==> src/design/pll_ctrl_pkg.sv <==
// constants and types shared by the synthesizer core and its programmer
// Summary of operation
// - locked rf equals fc times modulus-scaled main count
// - main count minimum one gives ratio two
// - swallow count accepts up to fifteen
// - controller keeps rf at least 90/20 fc
// - prescaler enable high bypasses prescaler and swallow
// - reference divides by r plus one
// - 21 bits shift msb first into setting
// - load strobe rise copies setting to counters; code copies it to set_act_r, which the counters take at their next reload
// - eight bits shift into feature shift register
// - feature buffer captured on select falling edge
// - feature bits act only while enable low
// - parallel select takes settings from pins
// - setting bit order as documented
// - reserved feature bits written zero
// - bits 2,5,6 route signals to monitor
// - bit 3 powers down all but programming
// - bit 4 loads counters immediately and continuously
// - bit 7 disables lock indicator
// - phase detector acts on rising edges only
// - rf leading pulses pump down low
// - reference leading pulses pump up low
// - lock filter nand, lock indicator and
// - prescaler divides five/six or ten/eleven
package pll_ctrl_pkg;
    //----------------------------------------------------------------
    // register widths
    //----------------------------------------------------------------
    localparam int SET_W  = 21;   // divider setting register width
    localparam int FEAT_W = 8;    // feature control register width
    localparam int MAIN_W = 9;    // main counter width
    localparam int SWAL_W = 4;    // swallow counter width
    localparam int REF_W  = 6;    // reference counter width
    //----------------------------------------------------------------
    // feature control bit positions (msb-first index b0..b7)
    //----------------------------------------------------------------
    localparam int FB_MAIN_MON = 2;   // main counter to monitor
    localparam int FB_PWRDN    = 3;   // power down
    localparam int FB_CNT_LOAD = 4;   // immediate counter load
    localparam int FB_MOD_MON  = 5;   // modulus control to monitor
    localparam int FB_REF_MON  = 6;   // reference counter to monitor
    localparam int FB_LD_DIS   = 7;   // lock indicator disable
    //----------------------------------------------------------------
    // prescaler base ratios
    //----------------------------------------------------------------
    localparam logic [3:0] PRE_LO5  = 4'h5;  // 5/6 base
    localparam logic [3:0] PRE_LO10 = 4'hA;  // 10/11 base
    //----------------------------------------------------------------
    // programmer host register map (apb word offsets)
    //----------------------------------------------------------------
    localparam logic [7:0] A_SET    = 8'h00; // setting word to send
    localparam logic [7:0] A_FEAT   = 8'h04; // feature word to send
    localparam logic [7:0] A_CTRL   = 8'h08; // go bits
    localparam logic [7:0] A_STAT   = 8'h0C; // busy
    localparam logic [7:0] A_PINS   = 8'h10; // mode pins
    localparam int CB_GO_SET  = 0;        // start setting load
    localparam int CB_GO_FEAT = 1;        // start feature load
    localparam logic [3:0] SCK_DIV = 4'h4; // divider top: tick every 5 mclk cycles, sck high 5, low 10
    typedef enum logic [2:0] {
        H_IDLE  = 3'b000,
        H_LOW   = 3'b001,
        H_HIGH  = 3'b010,
        H_STRB  = 3'b011,
        H_DONE  = 3'b100
    } host_st_t;
endpackage

==> src/design/pll_prog_if.sv <==
// three-wire programming link plus parallel pins between host and device
`timescale 1ns/1ps
interface pll_prog_if;
    logic       shift_clk;         // serial shift clock
    logic       serial_bit_in;     // serial data
    logic       load_strobe;       // setting load strobe
    logic       feat_wr_sel;       // feature write select
    logic       feature_enable_n;  // feature bits active low enable
    logic       parallel_sel;      // parallel settings select
    logic [20:0] par_setting;      // parallel setting pins, b0 at bit 20
    modport host (output shift_clk, serial_bit_in, load_strobe,
                  feat_wr_sel, feature_enable_n, parallel_sel,
                  par_setting);
    modport dev  (input shift_clk, serial_bit_in, load_strobe,
                  feat_wr_sel, feature_enable_n, parallel_sel,
                  par_setting);
endinterface

==> src/design/pll_core.sv <==
// synthesizer digital core: serial port, counters, phase detector
//
// Added by the designer: the register addresses and register access over APB.
`timescale 1ns/1ps
module pll_core
    import pll_ctrl_pkg::*;
(
    input  wire logic  mclk_i,
    input  wire logic  rst_i,
    pll_prog_if.dev    prog,
    input  wire logic  rf_in_i,       // rf input, sampled
    input  wire logic  ref_in_i,      // reference input, sampled
    input  wire logic  pre_sel56_i,   // 1 selects 5/6 modulus
    output logic       pump_up_n_o,
    output logic       pump_down_n_o,
    output logic       lock_filter_o,
    output logic       lock_indicator_o,
    output logic       monitor_o,
    output logic       modulus_control_o
);
    //----------------------------------------------------------------
    // synchronise every outside input
    //----------------------------------------------------------------
    // rf and ref must stay below mclk/4 or edges are lost
    logic sck_s, sdi_s, ldst_s, fws_s, fen_s, par_s, rf_s, ref_s;
    logic        sel56_s;  // modulus select, synced like any pin
    logic [20:0] pin_s;    // parallel setting pins, synced
    sync2 u_s56 (.mclk_i(mclk_i), .rst_i(rst_i),
                 .d_i(pre_sel56_i), .q_o(sel56_s));
    sync2 u_sck (.mclk_i(mclk_i), .rst_i(rst_i),
                 .d_i(prog.shift_clk), .q_o(sck_s));
    sync2 u_sdi (.mclk_i(mclk_i), .rst_i(rst_i),
                 .d_i(prog.serial_bit_in), .q_o(sdi_s));
    sync2 u_lds (.mclk_i(mclk_i), .rst_i(rst_i),
                 .d_i(prog.load_strobe), .q_o(ldst_s));
    sync2 u_fws (.mclk_i(mclk_i), .rst_i(rst_i),
                 .d_i(prog.feat_wr_sel), .q_o(fws_s));
    sync2 u_fen (.mclk_i(mclk_i), .rst_i(rst_i),
                 .d_i(prog.feature_enable_n), .q_o(fen_s));
    sync2 u_par (.mclk_i(mclk_i), .rst_i(rst_i),
                 .d_i(prog.parallel_sel), .q_o(par_s));
    sync2 u_rf  (.mclk_i(mclk_i), .rst_i(rst_i),
                 .d_i(rf_in_i), .q_o(rf_s));
    sync2 u_ref (.mclk_i(mclk_i), .rst_i(rst_i),
                 .d_i(ref_in_i), .q_o(ref_s));
    genvar gi;
    generate
        for (gi = 0; gi < SET_W; gi++) begin : g_pin
            sync2 u_p (.mclk_i(mclk_i), .rst_i(rst_i),
                       .d_i(prog.par_setting[gi]), .q_o(pin_s[gi]));
        end
    endgenerate
    //----------------------------------------------------------------
    // edge detection on synchronised levels
    //----------------------------------------------------------------
    logic sck_d_r, ldst_d_r, fws_d_r, rf_d_r, ref_d_r;
    wire sck_rise  = sck_s & ~sck_d_r;
    wire ldst_rise = ldst_s & ~ldst_d_r;
    wire fws_fall  = ~fws_s & fws_d_r;
    wire rf_rise   = rf_s & ~rf_d_r;
    wire ref_rise  = ref_s & ~ref_d_r;
    // delayed copies reset to the idle low level, so no false edge
    always_ff @(posedge mclk_i or posedge rst_i) begin
        if (rst_i) begin
            {sck_d_r, ldst_d_r, fws_d_r, rf_d_r, ref_d_r} <= 5'h00;
        end else begin
            {sck_d_r, ldst_d_r, fws_d_r, rf_d_r, ref_d_r} <=
                {sck_s, ldst_s, fws_s, rf_s, ref_s};
        end
    end
    //----------------------------------------------------------------
    // serial shift registers, buffers
    //----------------------------------------------------------------
    logic [SET_W-1:0]  set_sh_r;   // primary, b0 ends in bit 20
    logic [SET_W-1:0]  set_act_r;  // secondary
    logic [FEAT_W-1:0] feat_sh_r;  // feature shift, b0 ends in bit 7
    logic [FEAT_W-1:0] feat_act_r; // feature active buffer
    wire shift_set  = sck_rise & ~ldst_s & ~fws_s;
    wire shift_feat = sck_rise & ~ldst_s & fws_s;
    // programming keeps running during power down
    always_ff @(posedge mclk_i or posedge rst_i) begin
        if (rst_i) begin
            set_sh_r   <= '0;
            set_act_r  <= '0;
            feat_sh_r  <= '0;
            feat_act_r <= '0;
        end else begin
            if (shift_set)
                set_sh_r <= {set_sh_r[SET_W-2:0], sdi_s};
            if (shift_feat)
                feat_sh_r <= {feat_sh_r[FEAT_W-2:0], sdi_s};
            if (ldst_rise)
                set_act_r <= set_sh_r;
            if (fws_fall)
                feat_act_r <= feat_sh_r;
        end
    end
    //----------------------------------------------------------------
    // setting source and field decode; word bit 20-k holds bk
    //----------------------------------------------------------------
    wire [SET_W-1:0] set_w = par_s ? {pin_s[20:1], 1'b0} : set_act_r;
    wire [REF_W-1:0]  ref_v  = {set_w[20:19], set_w[8:5]};
    wire [MAIN_W-1:0] main_v = {set_w[18:17], set_w[15:9]};
    wire              pre_off = set_w[16];
    wire [SWAL_W-1:0] swal_v = set_w[4:1];
    // feature bit bk sits at word bit 7-k
    wire feat_on = ~fen_s & ~par_s;
    wire f_mmon  = feat_on & feat_act_r[7-FB_MAIN_MON];
    wire f_pdn   = feat_on & feat_act_r[7-FB_PWRDN];
    wire f_cld   = feat_on & feat_act_r[7-FB_CNT_LOAD];
    wire f_modulus_control  = feat_on & feat_act_r[7-FB_MOD_MON];
    wire f_rmon  = feat_on & feat_act_r[7-FB_REF_MON];
    wire f_lddis = feat_on & feat_act_r[7-FB_LD_DIS];
    //----------------------------------------------------------------
    // main chain: prescaler, swallow and main counters
    //----------------------------------------------------------------
    logic [3:0]        pre_cnt_r;  // prescaler phase
    logic [SWAL_W-1:0] swal_cnt_r; // swallow count
    logic [MAIN_W-1:0] main_cnt_r; // main count
    logic              fp_r;       // divided rf pulse
    wire [3:0] pre_base = sel56_s ? PRE_LO5 : PRE_LO10;
    wire       mod_hi   = ~pre_off & (swal_cnt_r != '0);
    wire [3:0] pre_top  = mod_hi ? pre_base : pre_base - 4'h1;
    wire pre_tick = pre_off ? rf_rise :
                    rf_rise & (pre_cnt_r == pre_top);
    wire main_end = pre_tick & (main_cnt_r == '0);
    wire reload   = main_end | f_cld;
    // ratio: base*(main+1)+swallow, or main+1 when bypassed
    always_ff @(posedge mclk_i or posedge rst_i) begin
        if (rst_i) begin
            pre_cnt_r  <= 4'h0;
            swal_cnt_r <= '0;
            main_cnt_r <= '0;
            fp_r       <= 1'b0;
        end else if (f_pdn) begin
            fp_r <= 1'b0;
        end else begin
            fp_r <= main_end;
            if (rf_rise)
                pre_cnt_r <= (pre_tick | pre_off) ? 4'h0
                                                  : pre_cnt_r + 4'h1;
            if (reload) begin
                main_cnt_r <= main_v;
                swal_cnt_r <= pre_off ? '0 : swal_v;
            end else if (pre_tick) begin
                main_cnt_r <= main_cnt_r - 9'h001;
                if (swal_cnt_r != '0)
                    swal_cnt_r <= swal_cnt_r - 4'h1;
            end
        end
    end
    //----------------------------------------------------------------
    // reference counter
    //----------------------------------------------------------------
    logic [REF_W-1:0] ref_cnt_r;  // edges left before the fc pulse
    logic             fc_r;       // divided reference pulse
    wire ref_end = ref_rise & (ref_cnt_r == '0);
    // reload at zero, so r plus one input edges per output pulse
    always_ff @(posedge mclk_i or posedge rst_i) begin
        if (rst_i) begin
            ref_cnt_r <= '0;
            fc_r      <= 1'b0;
        end else if (f_pdn) begin
            fc_r <= 1'b0;
        end else begin
            fc_r <= ref_end;
            if (ref_rise)
                ref_cnt_r <= (ref_cnt_r == '0) ? ref_v
                                               : ref_cnt_r - 6'h01;
        end
    end
    //----------------------------------------------------------------
    // phase frequency detector, pulses only (edge events)
    //----------------------------------------------------------------
    logic up_r, dn_r;   // active high internal pump states
    wire up_nxt = ~f_pdn & (up_r | fc_r) & ~((dn_r | fp_r) & (up_r | fc_r));
    wire dn_nxt = ~f_pdn & (dn_r | fp_r) & ~((dn_r | fp_r) & (up_r | fc_r));
    // both set means both arrived: clear at once, no dead band
    always_ff @(posedge mclk_i or posedge rst_i) begin
        if (rst_i) begin
            up_r <= 1'b0;
            dn_r <= 1'b0;
        end else begin
            up_r <= up_nxt;
            dn_r <= dn_nxt;
        end
    end
    //----------------------------------------------------------------
    // outputs, all registered
    //----------------------------------------------------------------
    // monitor source priority: main, modulus, reference
    wire mon_nxt = f_mmon ? fp_r : f_modulus_control ? mod_hi : f_rmon ? fc_r : 1'b0;
    // every pin straight from a flip-flop; monitor and modulus pins lag one cycle, pump and lock pins take next state, no lag
    always_ff @(posedge mclk_i or posedge rst_i) begin
        if (rst_i) begin
            pump_up_n_o       <= 1'b1;
            pump_down_n_o     <= 1'b1;
            lock_filter_o     <= 1'b0;
            lock_indicator_o  <= 1'b1;
            monitor_o         <= 1'b0;
            modulus_control_o <= 1'b0;
        end else begin
            pump_up_n_o       <= ~up_nxt;
            pump_down_n_o     <= ~dn_nxt;
            lock_filter_o     <= ~(~up_nxt & ~dn_nxt);
            lock_indicator_o  <= f_lddis | (~up_nxt & ~dn_nxt);
            monitor_o         <= mon_nxt;
            modulus_control_o <= mod_hi;
        end
    end
endmodule

==> src/design/sync2.sv <==
// two flip-flop synchroniser for one bit
`timescale 1ns/1ps
module sync2 (
    input  wire logic mclk_i,
    input  wire logic rst_i,
    input  wire logic d_i,
    output logic      q_o
);
    logic meta_r;   // first stage, read only by second
    //----------------------------------------------------------------
    // two stages
    //----------------------------------------------------------------
    always_ff @(posedge mclk_i or posedge rst_i) begin
        if (rst_i) begin
            meta_r <= 1'b0;
            q_o    <= 1'b0;
        end else begin
            meta_r <= d_i;
            q_o    <= meta_r;
        end
    end
endmodule

==> src/flat_wrapper.sv <==
// flat-port wrapper written by rule: the top's interface ports become plain ports
module pll_core_flat import pll_ctrl_pkg::*;
  (mclk_i, rst_i, rf_in_i, ref_in_i, pre_sel56_i, pump_up_n_o, pump_down_n_o, lock_filter_o, lock_indicator_o, monitor_o, modulus_control_o, prog_shift_clk, prog_serial_bit_in, prog_load_strobe, prog_feat_wr_sel, prog_feature_enable_n, prog_parallel_sel, prog_par_setting);
  pll_prog_if prog_i ();
  input  wire logic mclk_i;
  input  wire logic rst_i;
  input  wire logic rf_in_i;
  input  wire logic ref_in_i;
  input  wire logic pre_sel56_i;
  output logic pump_up_n_o;
  output logic pump_down_n_o;
  output logic lock_filter_o;
  output logic lock_indicator_o;
  output logic monitor_o;
  output logic modulus_control_o;
  input wire logic [$bits(prog_i.shift_clk)-1:0] prog_shift_clk;
  input wire logic [$bits(prog_i.serial_bit_in)-1:0] prog_serial_bit_in;
  input wire logic [$bits(prog_i.load_strobe)-1:0] prog_load_strobe;
  input wire logic [$bits(prog_i.feat_wr_sel)-1:0] prog_feat_wr_sel;
  input wire logic [$bits(prog_i.feature_enable_n)-1:0] prog_feature_enable_n;
  input wire logic [$bits(prog_i.parallel_sel)-1:0] prog_parallel_sel;
  input wire logic [$bits(prog_i.par_setting)-1:0] prog_par_setting;
  assign prog_i.shift_clk = prog_shift_clk;
  assign prog_i.serial_bit_in = prog_serial_bit_in;
  assign prog_i.load_strobe = prog_load_strobe;
  assign prog_i.feat_wr_sel = prog_feat_wr_sel;
  assign prog_i.feature_enable_n = prog_feature_enable_n;
  assign prog_i.parallel_sel = prog_parallel_sel;
  assign prog_i.par_setting = prog_par_setting;
  pll_core u_core (.mclk_i(mclk_i), .rst_i(rst_i), .prog(prog_i), .rf_in_i(rf_in_i), .ref_in_i(ref_in_i), .pre_sel56_i(pre_sel56_i), .pump_up_n_o(pump_up_n_o), .pump_down_n_o(pump_down_n_o), .lock_filter_o(lock_filter_o), .lock_indicator_o(lock_indicator_o), .monitor_o(monitor_o), .modulus_control_o(modulus_control_o));
endmodule
==> config.mk <==
export PLATFORM = sky130hd
export DESIGN_NAME = pll_core_flat
export DESIGN_NICKNAME = d
export VERILOG_FILES = /design/src/design/pll_ctrl_pkg.sv /design/src/design/pll_prog_if.sv /design/src/design/pll_core.sv /design/src/design/sync2.sv /design/src/flat_wrapper.sv
export SDC_FILE = /design/constraint.sdc
export NUM_CORES = 1
export LEC_CHECK = 0
export ABC_AREA = 1
export BUFFER_PORTS_ARGS = -buffer_cell sky130_fd_sc_hd__buf_4
export CAP_MARGIN = 5
export CELL_PAD_IN_SITES_DETAIL_PLACEMENT = 0
export CELL_PAD_IN_SITES_GLOBAL_PLACEMENT = 2
export CORE_MARGIN = 8
export CORE_UTILIZATION = 36
export CTS_BUF_LIST = sky130_fd_sc_hd__clkbuf_4
export CTS_CLUSTER_DIAMETER = 30
export DETAILED_ROUTE_END_ITERATION = 7
export PLACE_DENSITY = 0.88
export SKIP_CTS_REPAIR_TIMING = 1
export SLEW_MARGIN = 30
export SYNTH_ARGS = -nofsm -noshare
export SYNTH_HDL_FRONTEND = slang
export SYNTH_HIERARCHICAL = 1
export SYNTH_SLANG_ARGS = --single-unit
==> constraint.sdc <==
create_clock -name mclk_i -period 2.61 [get_ports mclk_i]
set_input_delay 0.1305 -clock mclk_i [delete_from_list [all_inputs] [get_ports mclk_i]]
set_output_delay 0.1305 -clock mclk_i [all_outputs]
set_load 0.01 [all_outputs]
# After elaboration in Yosys (flattened, before gate mapping)
# Cells that the tools add are included.
[word_totals] regBits=150 latchBits=0 ram_bits=0 mem_bits_ro=0 in_bits=32 n_memories=0
[classes] n_addsub=5 n_mul=0 div_mod_pow=0 order_cmp=0 n_eq_ne=1 shift=0 muxes=17 bitwise_logic=44 reduce_logical=9
[op_table] operator="two-way mux 4 bit" n=7
[op_table] operator="bitwise AND 1 bit" n=25
[op_table] operator="two-way mux 21 bit" n=1
[op_table] operator="two-way mux 9 bit" n=2
[op_table] operator="NOT 1 bit" n=14
[op_table] operator="zero test 9 bit" n=1
[op_table] operator="subtractor 9 x 1 -> 9 bit (second input constant)" n=1
[op_table] operator="subtractor 4 x 1 -> 4 bit (second input constant)" n=2
[op_table] operator="zero test 6 bit" n=1
[op_table] operator="two-way mux 1 bit" n=6
[op_table] operator="two-way mux 6 bit" n=1
[op_table] operator="AND reduction 2 bit" n=3
[op_table] operator="subtractor 6 x 1 -> 6 bit (second input constant)" n=1
[op_table] operator="OR 1 bit" n=5
[op_table] operator="adder 4 x 1 -> 4 bit (second input constant)" n=1
[op_table] operator="equality test 4 bit" n=1
[op_table] operator="nonzero test 2 bit" n=2
[op_table] operator="nonzero test 4 bit" n=1
[op_table] operator="AND reduction 3 bit" n=1

# Logic depth before layout (Yosys ltp)
# Gate-level depths: netlist of the first run.
[depth] ltp_word=11 depth_mapped=19 depth_no_buf=18

# Modules after synthesis
# The synthesis of the first run kept the hierarchy.
[modules_own_cells] mod="pll_core" n_inst=1 cells_per_inst=517 area_per_inst_um2=4274.1 seq_area_each_um2=2280.9
[modules_own_cells] mod="sync2" n_inst=29 cells_per_inst=3 area_per_inst_um2=53.8 seq_area_each_um2=50.0

# Worst setup path before layout of the first run
# Ideal clock, no wire load.
[synth_timing] path_type="reg2reg" startpoint="register u_core.u_par.q_o" endpoint="register u_core.main_cnt_r[3]" setup_ps=117 arrival_ps=1957 required_time_ps=2493 path_slack_ps=535 path_stages_with_launch=18 n_path_buf=1 period_less_slack_ps=2075 path_cell_list="dfrtp_1 -> inv_2 -> or2_1 -> o21ai_2 -> nand2_1 -> inv_1 -> ha_1 -> nand2_1 -> nand2_1 -> nor2_1 -> nand2_1 -> nand2_2 -> nand3_2 -> nand2_2 -> buf_6 -> nand2_1 -> nand3_1 -> nand2_1"
[synth_between] elab_chain_len=11
[synth_lines] element="from (decl)" line_no="sync2.sv:7" source="output logic q_o"
[synth_lines] element="from (signal assigned)" line_no="sync2.sv:19" source="q_o <= meta_r;"
[synth_lines] element="two-way mux 21 bit *" line_no="pll_core.sv:101" source="wire [SET_W-1:0] set_w = par_s ? {pin_s[20:1], 1'b0} : set_act_r;"
[synth_lines] element="NOT 1 bit *" line_no="pll_core.sv:122" source="wire mod_hi = ~pre_off & (swal_cnt_r != '0);"
[synth_lines] element="bitwise AND 1 bit *" line_no="pll_core.sv:122"
[synth_lines] element="via u_core.mod_hi" line_no="pll_core.sv:122"
[synth_lines] element="two-way mux 4 bit *" line_no="pll_core.sv:123" source="wire [3:0] pre_top = mod_hi ? pre_base : pre_base - 4'h1;"
[synth_lines] element="equality test 4 bit *" line_no="pll_core.sv:125" source="rf_rise & (pre_cnt_r == pre_top);"
[synth_lines] element="bitwise AND 1 bit *" line_no="pll_core.sv:125"
[synth_lines] element="two-way mux 1 bit *" line_no="pll_core.sv:124" source="wire pre_tick = pre_off ? rf_rise :"
[synth_lines] element="bitwise AND 1 bit" line_no="pll_core.sv:126" source="wire main_end = pre_tick & (main_cnt_r == '0);"
[synth_lines] element="OR 1 bit" line_no="pll_core.sv:127" source="wire reload = main_end | f_cld;"
[synth_lines] element="nonzero test 2 bit (no line)"
[synth_lines] element="AND reduction 2 bit (no line)"
[synth_lines] element="to (signal assigned)" line_no="pll_core.sv:143" source="main_cnt_r <= main_v;"
[synth_lines] element="to (signal assigned)" line_no="pll_core.sv:146" source="main_cnt_r <= main_cnt_r - 9'h001;"
[synth_lines] element="to (decl)" line_no="pll_core.sv:119" source="logic [MAIN_W-1:0] main_cnt_r;"
# The timed path passes the listed nets; every way through them passes the cells marked *.
# A chain may end at the register's enable or synchronous reset.

# Final worst setup path of the first run
[layout_timing] startpoint="register u_core.swal_cnt_r[0]" endpoint="register u_core.main_cnt_r[5]"
[layout_between] elab_chain_len=10
[layout_lines] element="from (decl)" line_no="pll_core.sv:118" source="logic [SWAL_W-1:0] swal_cnt_r;"
[layout_lines] element="from (signal assigned)" line_no="pll_core.sv:144" source="swal_cnt_r <= pre_off ? '0 : swal_v;"
[layout_lines] element="from (signal assigned)" line_no="pll_core.sv:148" source="swal_cnt_r <= swal_cnt_r - 4'h1;"
[layout_lines] element="nonzero test 4 bit *" line_no="pll_core.sv:122"
[layout_lines] element="bitwise AND 1 bit *" line_no="pll_core.sv:122"
[layout_lines] element="via u_core.mod_hi" line_no="pll_core.sv:122"
[layout_lines] element="two-way mux 4 bit *" line_no="pll_core.sv:123"
[layout_lines] element="equality test 4 bit *" line_no="pll_core.sv:125"
[layout_lines] element="bitwise AND 1 bit *" line_no="pll_core.sv:125"
[layout_lines] element="two-way mux 1 bit *" line_no="pll_core.sv:124"
[layout_lines] element="bitwise AND 1 bit" line_no="pll_core.sv:126"
[layout_lines] element="OR 1 bit" line_no="pll_core.sv:127"
[layout_lines] element="nonzero test 2 bit (no line)"
[layout_lines] element="AND reduction 2 bit (no line)"
# Marked as above.

==> impl_metrics.env, run 1 <==
export IMPL_synth_cell_types=33
export IMPL_synth_edff_count=0
export IMPL_antenna_left=0
export IMPL_syn_inst=604
export IMPL_port_buffers=36
export IMPL_postPlaceCellArea_sq_um=6370
export IMPL_yosysTopAreaCellShare=0.626
export IMPL_cp_max_fo=6
export IMPL_finalHoldViolations=0
export IMPL_synth_common_cells="nand2_1, dfrtp_1, inv_1"
export IMPL_max_freq_ghz=0.432
export IMPL_syn_to_final_growth_pct=19.5
export IMPL_multiInputGateArea_sq_um=1680
export IMPL_core_sq_um=15900
export IMPL_period_share=0.887
export IMPL_cp_common_cell="nand2_1"
export IMPL_dp_cells=847
export IMPL_vias_per_cell=4.45
export IMPL_intPower_mw=3.64
export IMPL_drive_above_1_share=0.138
export IMPL_path_clk_slew_ns=0.12
export IMPL_grt_usage=0.123
export IMPL_setup_tns_ns=0
export IMPL_firstDrtPassIters=6
export IMPL_drv_slew=0
export IMPL_start_kind="register"
export IMPL_cts_htree_levels=4
export IMPL_crit_buf_inv=4
export IMPL_cellPowerDensity_nw_per_um2=775
export IMPL_ys_warn_count=6
export IMPL_synth_most_common_cell="nand2_1"
export IMPL_seqCellArea_sq_um=3730
export IMPL_cts_sinks=149
export IMPL_synth_top_flop_cell="dfrtp_1"
export IMPL_finalNetCount=720
export IMPL_numCtsBuffers=17
export IMPL_final_area_sq_um=6970
export IMPL_clk_latency_ns=0.56
export IMPL_crit_chain="inv_1 > ha_2 > nand3_1 > nand2_1 > inv_1 > ha_1 > inv_1 > nand2_1 > nand2_1 > nor2_1 > nand2_1 > nand2_2 > nand2_2 > nand2_2 > buf_4 > nand2_2 > nand2_1 > nand2_1"
export IMPL_synth_top_cell_by_area="dfrtp_1"
export IMPL_setup_viol=0
export IMPL_clkPwrFrac=0.245
export IMPL_switching_share=0.326
export IMPL_drv_cap=0
export IMPL_initial_core_util=0.367
export IMPL_first_global_vias=4126
export IMPL_slowest_stage="dfrtp_1"
export IMPL_fillers=1576
export IMPL_drc=0
export IMPL_slowest_delay_ns=0.40
export IMPL_ios=38
export IMPL_wirelength_mm=11.9
export IMPL_first_iter_violations=279
export IMPL_cp_arrival_ns=2.76
export IMPL_rsz0062_at_grt="false"
export IMPL_reg2reg_from="u_core/swal_cnt_r[0]"
export IMPL_netlist_top_cells_area="dfrtp_1, nand2_1, inv_1"
export IMPL_crit_type="register to register"
export IMPL_synth_nets=642
export IMPL_async_reset_ff_frac=1.00
export IMPL_worst_slew_pin_slew_ns=0.641
export IMPL_cp_top_family="simple AND/OR/NAND/NOR gates"
export IMPL_p_seq_frac=0.522
export IMPL_hp_class="input port to asynchronous set/reset pin"
export IMPL_root_buffer="clkbuf_4"
export IMPL_hpwl_mm=7.95
export IMPL_avgSynthCellArea_sq_um=9.66
export IMPL_netlist_area_sq_um=5830
export IMPL_vias=4058
export IMPL_relSlewSlack=0.573
export IMPL_ir_drop_mv=0.312
export IMPL_cts_tree="done"
export IMPL_period_needed_ns=2.31
export IMPL_p_sw_mw=1.76
export IMPL_finalClockSkew_ns=0.0138
export IMPL_die_w_microns=143
export IMPL_dieArea_sq_um=20500
export IMPL_worstPathRequired_ns=3.06
export IMPL_grt_max_degree=65
export IMPL_combPwrFrac=0.233
export IMPL_fin_cells=912
export IMPL_rows=46
export IMPL_cp_end_kind="register"
export IMPL_die_y_microns=143
export IMPL_critPathLaunch="u_core/swal_cnt_r[0]"
export IMPL_fin_util=0.439
export IMPL_wl_per_cell_microns=13.0
export IMPL_overflow=0
export IMPL_grt_pass1_wl_mm=19.7
export IMPL_yosysSeqAreaShare=0.640
export IMPL_cts_buffer_depth=2
export IMPL_synth_seq_cells=149
export IMPL_p_leak_nw=3.50
export IMPL_place_gp_congestion=0.777
export IMPL_antenna_found_initial=1
export IMPL_run_status="finished clean"
==> per-layer routing <==
| metal | vias to the layer above | routed length, microns | GRT usage | share of wire |
|---|---|---|---|---|
| li1 | 2036 | - | - | - |
| met1 | 1939 | 5450 | 0.152 | 0.46 |
| met2 | 65 | 5750 | 0.198 | 0.49 |
| met3 | 18 | 468 | 0.0325 | 0.039 |
| met4 | 0 | 181 | 0.0598 | 0.015 |
| met5 | - | 0 | 0 | 0 |
==> registers in the layout, indices dropped and copies added, names as in the netlist, 4 cells and up <==
| register | cells |
|---|---|
| u_core/pre_cnt_r | 4 |
| u_core/feat_act_r | 6 |
| u_core/swal_cnt_r | 4 |
| u_core/set_act_r | 20 |
| u_core/main_cnt_r | 9 |
| u_core/feat_sh_r | 6 |
| u_core/g_pin.u_p/q_o | 20 |
| u_core/g_pin.u_p/meta_r | 20 |
| u_core/set_sh_r | 21 |
| u_core/ref_cnt_r | 6 |
==> worst reg2reg max path, delay by kind of cell (launching register included) <==
family                   cells  cell delay (ns)
AND/OR/NAND/NOR             12             1.00
adder cells (fa/ha/maj)      2             0.49
flip-flops                   1             0.40
buffers and inverters        4             0.34
==> kinds of logic after synthesis <==
group	synth area share
AOI/OAI and AO/OA	0.0688
xor gates and xnor gates	0.0150
adders and majority gates	0.0129
buffers and inverters	0.0783
DFF	0.640
muxes	0.0174
and+or+nand+nor	0.168
==> power by group through the flow <==
stage / registers (mW) / clock network, mW / logic (mW)
after global placement: 2.85 / 0 / 1.18
after detailed placement: 2.87 / 0 / 1.20
after floorplan: 2.83 / 0 / 0.902
after global routing: 2.86 / 1.49 / 1.47
final: 2.82 / 1.32 / 1.26
after CTS: 2.82 / 1.39 / 1.21
==> per-stage QoR <==
step | worst slack [ns] | power [mW] | hold WS, ns
final | 0.296 | 5.41 | 0.166
after global routing | 0.0221 | 5.82 | 0.142
after CTS | 0.102 | 5.42 | -0.424
after detailed placement | 0.146 | 4.06 | 0.210
after global placement | 0.196 | 4.03 | 0.191
after floorplan | 0.121 | 3.73 | -0.128
==> layout by cell type (no fill, tap or decap), types with 9 or more instances in the layout <==
master           n
dfrtp_1        146
o21ai_0         59
nor2_1          24
nand3_1         27
clkbuf_4        17
buf_4           44
nand2_1        161
dlygate4sd3_1   30
mux2i_1          9
inv_1           96
xor2_1           9
==> worst paths after layout <==
path                                               end  slack, ns  depth (start not counted)
max                               u_core/main_cnt_r[5]       0.30                         18
min                           u_core/g_pin[12].u_p/q_o       0.17                          3
max reg2reg                       u_core/main_cnt_r[5]       0.30                         18
min reg2reg                   u_core/g_pin[19].u_p/q_o       0.36                          0
max in group asynchronous          u_core/set_sh_r[10]       1.54                          4
min in group mclk_i        u_core/g_pin[20].u_p/meta_r       0.21                          2
==> cell type report <==
cell class / count / share of cell area
well taps: 216 / 0.0388
diodes: 1 / 0.000359
flip-flops and latches: 149 / 0.535
multi-input cells: 339 / 0.240
clock buffers: 17 / 0.0183
repair buffers: 75 / 0.0933
clock inverters: 15 / 0.0187
inverters: 100 / 0.0547
Note: power is estimated with default switching activity, not from simulation.
==> run 2: changes to the inputs <==
--- a/config.mk
+++ b/config.mk
@@ -17,2 +17,3 @@
 export DETAILED_ROUTE_END_ITERATION = 7
+export GPL_TIMING_DRIVEN = 0
 export PLACE_DENSITY = 0.88
==> constraint.sdc (replaced) <==
create_clock -name mclk_i -period 2.61 [get_ports mclk_i]
set_input_delay 0.3915 -clock mclk_i [delete_from_list [all_inputs] [get_ports mclk_i]]
set_output_delay 0.3915 -clock mclk_i [all_outputs]
set_load 0.01 [all_outputs]
==> run 2 against run 1 <==
Sequential cell count unchanged. Critical path depth did not move. Clock skew decreased by 0.0016 ns. Die area unchanged. Hold slack improved by 0.20 ns. Clock-buffer cell count stayed put. Via count up 1.9%. Critical path type unchanged. Largest cell class unchanged. Largest power group unchanged.
==> impl_metrics.env, run 2 (same netlist as run 1, synthesis figures left out) <==
export IMPL_run_status="finished clean"
export IMPL_rows=46
export IMPL_critPathLaunch="u_core/swal_cnt_r[0]"
export IMPL_p_leak_nw=3.54
export IMPL_worst_slew_pin_slew_ns=0.495
export IMPL_ir_drop_mv=0.279
export IMPL_clk_latency_ns=0.53
export IMPL_overflow=0
export IMPL_dieArea_sq_um=20500
export IMPL_setup_tns_ns=0
export IMPL_period_needed_ns=2.35
export IMPL_antenna_found_initial=1
export IMPL_top_layer="met4"
export IMPL_numCtsBuffers=17
export IMPL_cts_sinks=149
export IMPL_wirelength_mm=12.0
export IMPL_initial_core_util=0.367
export IMPL_start_kind="register"
export IMPL_largest_reg_flops=21
export IMPL_antenna_left=0
export IMPL_rsz0062_at_grt="false"
export IMPL_cp_arrival_ns=2.78
export IMPL_reg2reg_to="u_core/main_cnt_r[5]"
export IMPL_finalClockSkew_ns=0.0122
export IMPL_first_iter_violations=289
export IMPL_hpwl_mm=8.47
export IMPL_met1_length_mm=5.65
export IMPL_cp_max_fo=10
export IMPL_drv_cap=0
export IMPL_drv_slew=0
export IMPL_dr_wl_met2_mm=5.84
export IMPL_grt_pass1_wl_mm=19.8
export IMPL_reg2reg_from="u_core/swal_cnt_r[0]"
export IMPL_layout_common_cells="nand2_1, dfrtp_1, inv_1, o21ai_0, buf_4"
export IMPL_grt_max_degree=31
export IMPL_dp_slack_ns=0.0895
export IMPL_drc=0
export IMPL_drive_above_1_share=0.134
export IMPL_vias_per_cell=4.47
export IMPL_finalNetCount=733
export IMPL_max_freq_ghz=0.425
export IMPL_cp_end_kind="register"
export IMPL_fillers=1580
export IMPL_final_common_cell="nand2_1"
export IMPL_final_setup_worst_slack_ns=0.258
export IMPL_wl_per_cell_microns=13.0
export IMPL_cts_htree_levels=4
export IMPL_grt_usage=0.123
export IMPL_crit_type="register to register"
export IMPL_die_w_microns=143
export IMPL_syn_to_final_growth_pct=21.1
export IMPL_fin_util=0.445
export IMPL_root_buffer="clkbuf_4"
export IMPL_ff2ff_path_depth=18
export IMPL_route_met3_wl_microns=387
export IMPL_vias=4134
export IMPL_largest_register="u_core/set_sh_r"
export IMPL_core_sq_um=15900
export IMPL_die_y_microns=143
export IMPL_finalHoldViolations=0
export IMPL_cts_tree="done"
export IMPL_r2r_slack_ns=0.26
export IMPL_period_share=0.901
export IMPL_port_buffers=36
export IMPL_worstPathRequired_ns=3.04
export IMPL_first_global_vias=3983
export IMPL_relSlewSlack=0.670
export IMPL_cellPowerDensity_nw_per_um2=778
export IMPL_hp_class="register to register"
export IMPL_path_clk_slew_ns=0.13
export IMPL_crit_end="u_core/main_cnt_r[5]"
export IMPL_firstDrtPassIters=4
export IMPL_setup_viol=0
export IMPL_cts_buffer_depth=2
export IMPL_place_gp_congestion=0.761
export IMPL_ios=38
-- run 2: cell count changes in the layout (fill, tap and decap cells not counted), sizes merged --
| cell | delta |
|---|---|
| bufinv | +1 |
| clkinvlp | +1 |
| clkbuf | +12 |
| clkinv | -2 |
| nand2 | -1 |
| buf | +2 |
-- run 2: routing by layer --
| layer | global-route usage | vias to the layer above |
|---|---|---|
| li1 | - | 2059 |
| met1 | 0.157 | 2016 |
| met2 | 0.199 | 50 |
| met3 | 0.0322 | 9 |
| met4 | 0.0465 | 0 |
| met5 | 0 | - |
-- run 2: worst min-delay path by stage --
stage / startpoint / endpoint / depth (start not counted)
final: u_core/g_pin[4].u_p/meta_r / u_core/g_pin[4].u_p/q_o / 0
after global routing: u_core/g_pin[2].u_p/meta_r / u_core/g_pin[2].u_p/q_o / 0
after CTS: rst_i / u_core/g_pin[1].u_p/meta_r / 2
after detailed placement: u_core/g_pin[13].u_p/meta_r / u_core/g_pin[13].u_p/q_o / 0
after global placement: u_core/g_pin[2].u_p/meta_r / u_core/g_pin[2].u_p/q_o / 0
after floorplan: rst_i / u_core/g_pin[10].u_p/meta_r / 1
-- run 2: critical path, stage by stage (launching register included) --
cell     delay (ns)
dfrtp_1        0.40
inv_1          0.10
ha_1           0.19
nand3_1        0.12
nand2_1        0.10
inv_2          0.05
ha_1           0.28
inv_1          0.04
nand2_1        0.04
nand2_1        0.05
nor2_1         0.10
nand2_1        0.07
nand2_2        0.10
nand3_2        0.13
nand2_2        0.14
buf_6          0.14
nand2_1        0.08
nand3_1        0.09
nand2_1        0.05
-- run 2: final cells by class --
cell class                      count  area [sq um]  area share
Timing Repair Buffer               72           661      0.0935
Tap cell                          216           270      0.0383
Sequential cell                   149          3730       0.529
Clock inverter                     15           154      0.0218
Clock buffer                       17           128      0.0181
Inverter                          100           379      0.0537
Antenna cell                        1          2.50    0.000354
Buffer                             17          81.3      0.0115
Multi-Input combinational cell    338          1660       0.234
-- run 2: metrics by stage --
stage	std cells	power [mW]	cell area, sq um	hold slack, ns
5_1_grt	925	5.91	7060	0.369
4_1_cts	891	5.54	6730	-0.171
6_report	925	5.50	7060	0.362
2_1_floorplan	604	3.73	5840	0.133
3_5_place_dp	859	4.08	6450	0.335
3_3_place_gp	856	4.03	6380	0.333
-- run 2: power by group --
part           switching [mW]  total [mW]  internal [mW]
Sequential              0.185        2.82           2.63
Clock                   0.853        1.43          0.576
Combinational           0.713        1.25          0.537
==> run 3: changes to the inputs <==
Settings changed: ABC_AREA 1 to not set, CORE_UTILIZATION 36 to 40, CTS_BUF_LIST sky130_fd_sc_hd__clkbuf_4 to sky130_fd_sc_hd__clkbuf_4 sky130_fd_sc_hd__clkbuf_8, PLACE_DENSITY 0.88 to 0.89.
==> run 3 against run 2 <==
Synthesized cell count down 28%. The run now ends with negative setup slack left. Power up 14%. Sequential cell count unchanged. Maximum frequency down 14%. Critical path type unchanged. Final area down 0.69%.
==> impl_metrics.env, run 3 <==
export IMPL_netlist_area_sq_um=5800
export IMPL_fin_cells=701
export IMPL_place_gp_congestion=0.772
export IMPL_first_iter_violations=174
export IMPL_initial_core_util=0.404
export IMPL_syn_to_final_growth_pct=20.9
export IMPL_final_setup_worst_slack_ns=-0.137
export IMPL_yosysSeqAreaShare=0.643
export IMPL_firstDrtPassIters=5
export IMPL_vias=3458
export IMPL_max_freq_ghz=0.364
export IMPL_netlist_top_cells_area="dfrtp_1, mux2_2, mux2i_1"
export IMPL_ios=38
export IMPL_synth_top_cell_by_area="dfrtp_1"
export IMPL_die_y_microns=136
export IMPL_ir_drop_mv=0.428
export IMPL_die_w_microns=136
export IMPL_antenna_cells=0
export IMPL_crit_chain="inv_2 > ha_4 > nor2b_4 > nor2b_4 > nor2_4 > ha_4 > xnor2_2 > o211ai_1 > a221oi_2 > buf_2 > o21ai_0 > a22o_1"
export IMPL_violations="negative setup slack"
export IMPL_grt_usage=0.125
export IMPL_cts_buffer_depth=2
export IMPL_path_clk_slew_ns=0.08
export IMPL_period_share=1.05
export IMPL_cp_arrival_ns=3.08
export IMPL_rows=44
export IMPL_cts_htree_levels=4
export IMPL_final_area_sq_um=7020
export IMPL_drv_cap=0
export IMPL_worst_slew_pin_slew_ns=0.751
export IMPL_core_sq_um=14400
export IMPL_avgSynthCellArea_sq_um=13.3
export IMPL_drc=0
export IMPL_finalNetCount=542
export IMPL_cp_max_fo=4
export IMPL_hp_class="input port to register"
export IMPL_final_common_cell="dfrtp_1"
export IMPL_crit_type="register to register"
export IMPL_cp_end_kind="register"
export IMPL_synth_nets=473
export IMPL_async_reset_ff_frac=1.00
export IMPL_reg2reg_to="u_core/main_cnt_r[2]"
export IMPL_postPlaceCellArea_sq_um=6380
export IMPL_fillers=1232
export IMPL_fin_util=0.488
export IMPL_finalClockSkew_ns=0.00641
export IMPL_start_kind="register"
export IMPL_r2r_slack_ns=-0.14
export IMPL_overflow=0
export IMPL_run_status="complete, but fails checks"
export IMPL_drv_slew=0
export IMPL_syn_inst=435
export IMPL_slowest_stage="a221oi_2"
export IMPL_synth_edff_count=0
export IMPL_synth_most_common_cell="dfrtp_1"
export IMPL_period_needed_ns=2.75
export IMPL_wl_per_cell_microns=15.7
export IMPL_ff2ff_path_depth=12
export IMPL_slowest_delay_ns=0.47
export IMPL_vias_per_cell=4.93
export IMPL_worstPathRequired_ns=2.94
export IMPL_layout_common_cells="dfrtp_1, mux2_2, buf_4, inv_1, mux2i_1"
export IMPL_min_from="rf_in_i"
export IMPL_cts_sinks=149
export IMPL_whs_path_depth=1
export IMPL_largest_register="u_core/set_sh_r"
export IMPL_drive_above_1_share=0.335
export IMPL_first_global_vias=3570
export IMPL_yosysTopAreaCellShare=0.630
export IMPL_ys_warn_count=6
export IMPL_synth_seq_cells=149
export IMPL_min_to="u_core/u_rf/meta_r"
export IMPL_numCtsBuffers=17
export IMPL_relSlewSlack=0.492
export IMPL_reg2reg_from="u_core/swal_cnt_r[1]"
export IMPL_synth_common_cells="dfrtp_1, mux2_2, inv_1"
export IMPL_p_leak_nw=3.33
export IMPL_root_buffer="clkbuf_8"
export IMPL_rsz0062_at_grt="true"
export IMPL_grt_max_degree=31
export IMPL_clk_latency_ns=0.44
export IMPL_synth_top_flop_cell="dfrtp_1"
export IMPL_setup_viol=12
export IMPL_synth_cell_types=51
export IMPL_wirelength_mm=11.0
export IMPL_largest_reg_flops=21
export IMPL_hpwl_mm=7.73
export IMPL_grt_pass1_wl_mm=17.8
export IMPL_dp_cells=658
export IMPL_antenna_found_initial=0
export IMPL_port_buffers=36
export IMPL_finalHoldViolations=0
export IMPL_cts_tree="done"
export IMPL_cellPowerDensity_nw_per_um2=895
export IMPL_dieArea_sq_um=18600
export IMPL_antenna_left=0
==> run 3: layout make-up <==
class	instances	area, sq um	share of cell area
Sequential cell	149	3730	0.532
Multi-Input combinational cell	226	1890	0.269
Timing Repair Buffer	50	424	0.0605
Clock buffer	21	277	0.0394
Tap cell	184	230	0.0328
Clock inverter	11	196	0.0280
Inverter	44	169	0.0241
Buffer	16	98.8	0.0141
==> run 3: metrics by stage <==
stage               setup slack, ns  power [mW]  TNS (ns)  hold WS, ns
floorplan                    0.0468        3.75         0        0.133
global placement             -0.413        4.04     -4.10        0.333
detailed placement           -0.464        4.11     -4.71        0.335
CTS                          -0.479        6.18     -4.95      -0.0626
global route                 -0.306        6.62     -2.96       0.0130
finish                       -0.137        6.28     -1.03       0.0515
==> run 3: how the worst max path moves through the flow <==
stage	start	slack, ns	cells after the start	endpoint
2_1_floorplan	u_core/swal_cnt_r[0]	0.05	12	u_core/main_cnt_r[1]
3_3_place_gp	u_core/swal_cnt_r[0]	-0.41	12	u_core/main_cnt_r[4]
3_5_place_dp	u_core/swal_cnt_r[0]	-0.46	12	u_core/main_cnt_r[4]
4_1_cts	u_core/swal_cnt_r[0]	-0.48	12	u_core/main_cnt_r[4]
5_1_grt	u_core/swal_cnt_r[1]	-0.31	13	u_core/main_cnt_r[2]
6_report	u_core/swal_cnt_r[1]	-0.14	12	u_core/main_cnt_r[2]
==> run 3: kinds of logic (layout without fill, tap and decap cells) <==
family	count (synthesis)	count (layout)	share of synthesized area
XOR/XNOR	2	2	0.00302
AO/OA/AOI/OAI	50	50	0.0617
multiplexers	85	85	0.160
adder cells (fa/ha/maj)	6	6	0.0129
flip-flops	149	149	0.643
buffers and inverters	60	142	0.0433
AND/OR/NAND/NOR	83	83	0.0759
==> run 3: worst max-delay path, delay by kind of cell, from the launching register on <==
kind | cells | cell delay (ns)
AOI/OAI and AO/OA | 4 | 1.00
xor gates and xnor gates | 1 | 0.13
adders and majority gates | 2 | 0.38
buffers and inverters | 2 | 0.31
DFF | 1 | 0.39
and+or+nand+nor | 3 | 0.42
==> run 3: layer usage <==
metal  up-vias  track usage  wire (microns)
li1       1627            -               -
met1      1754        0.152            4910
met2        63        0.203            5550
met3        14       0.0329             360
met4         0       0.0604             160
met5         -            0               0
==> run 3: power by group <==
part	switching (mW)	internal, mW
logic	0.633	0.654
registers	0.257	2.68
clock network	0.844	1.21
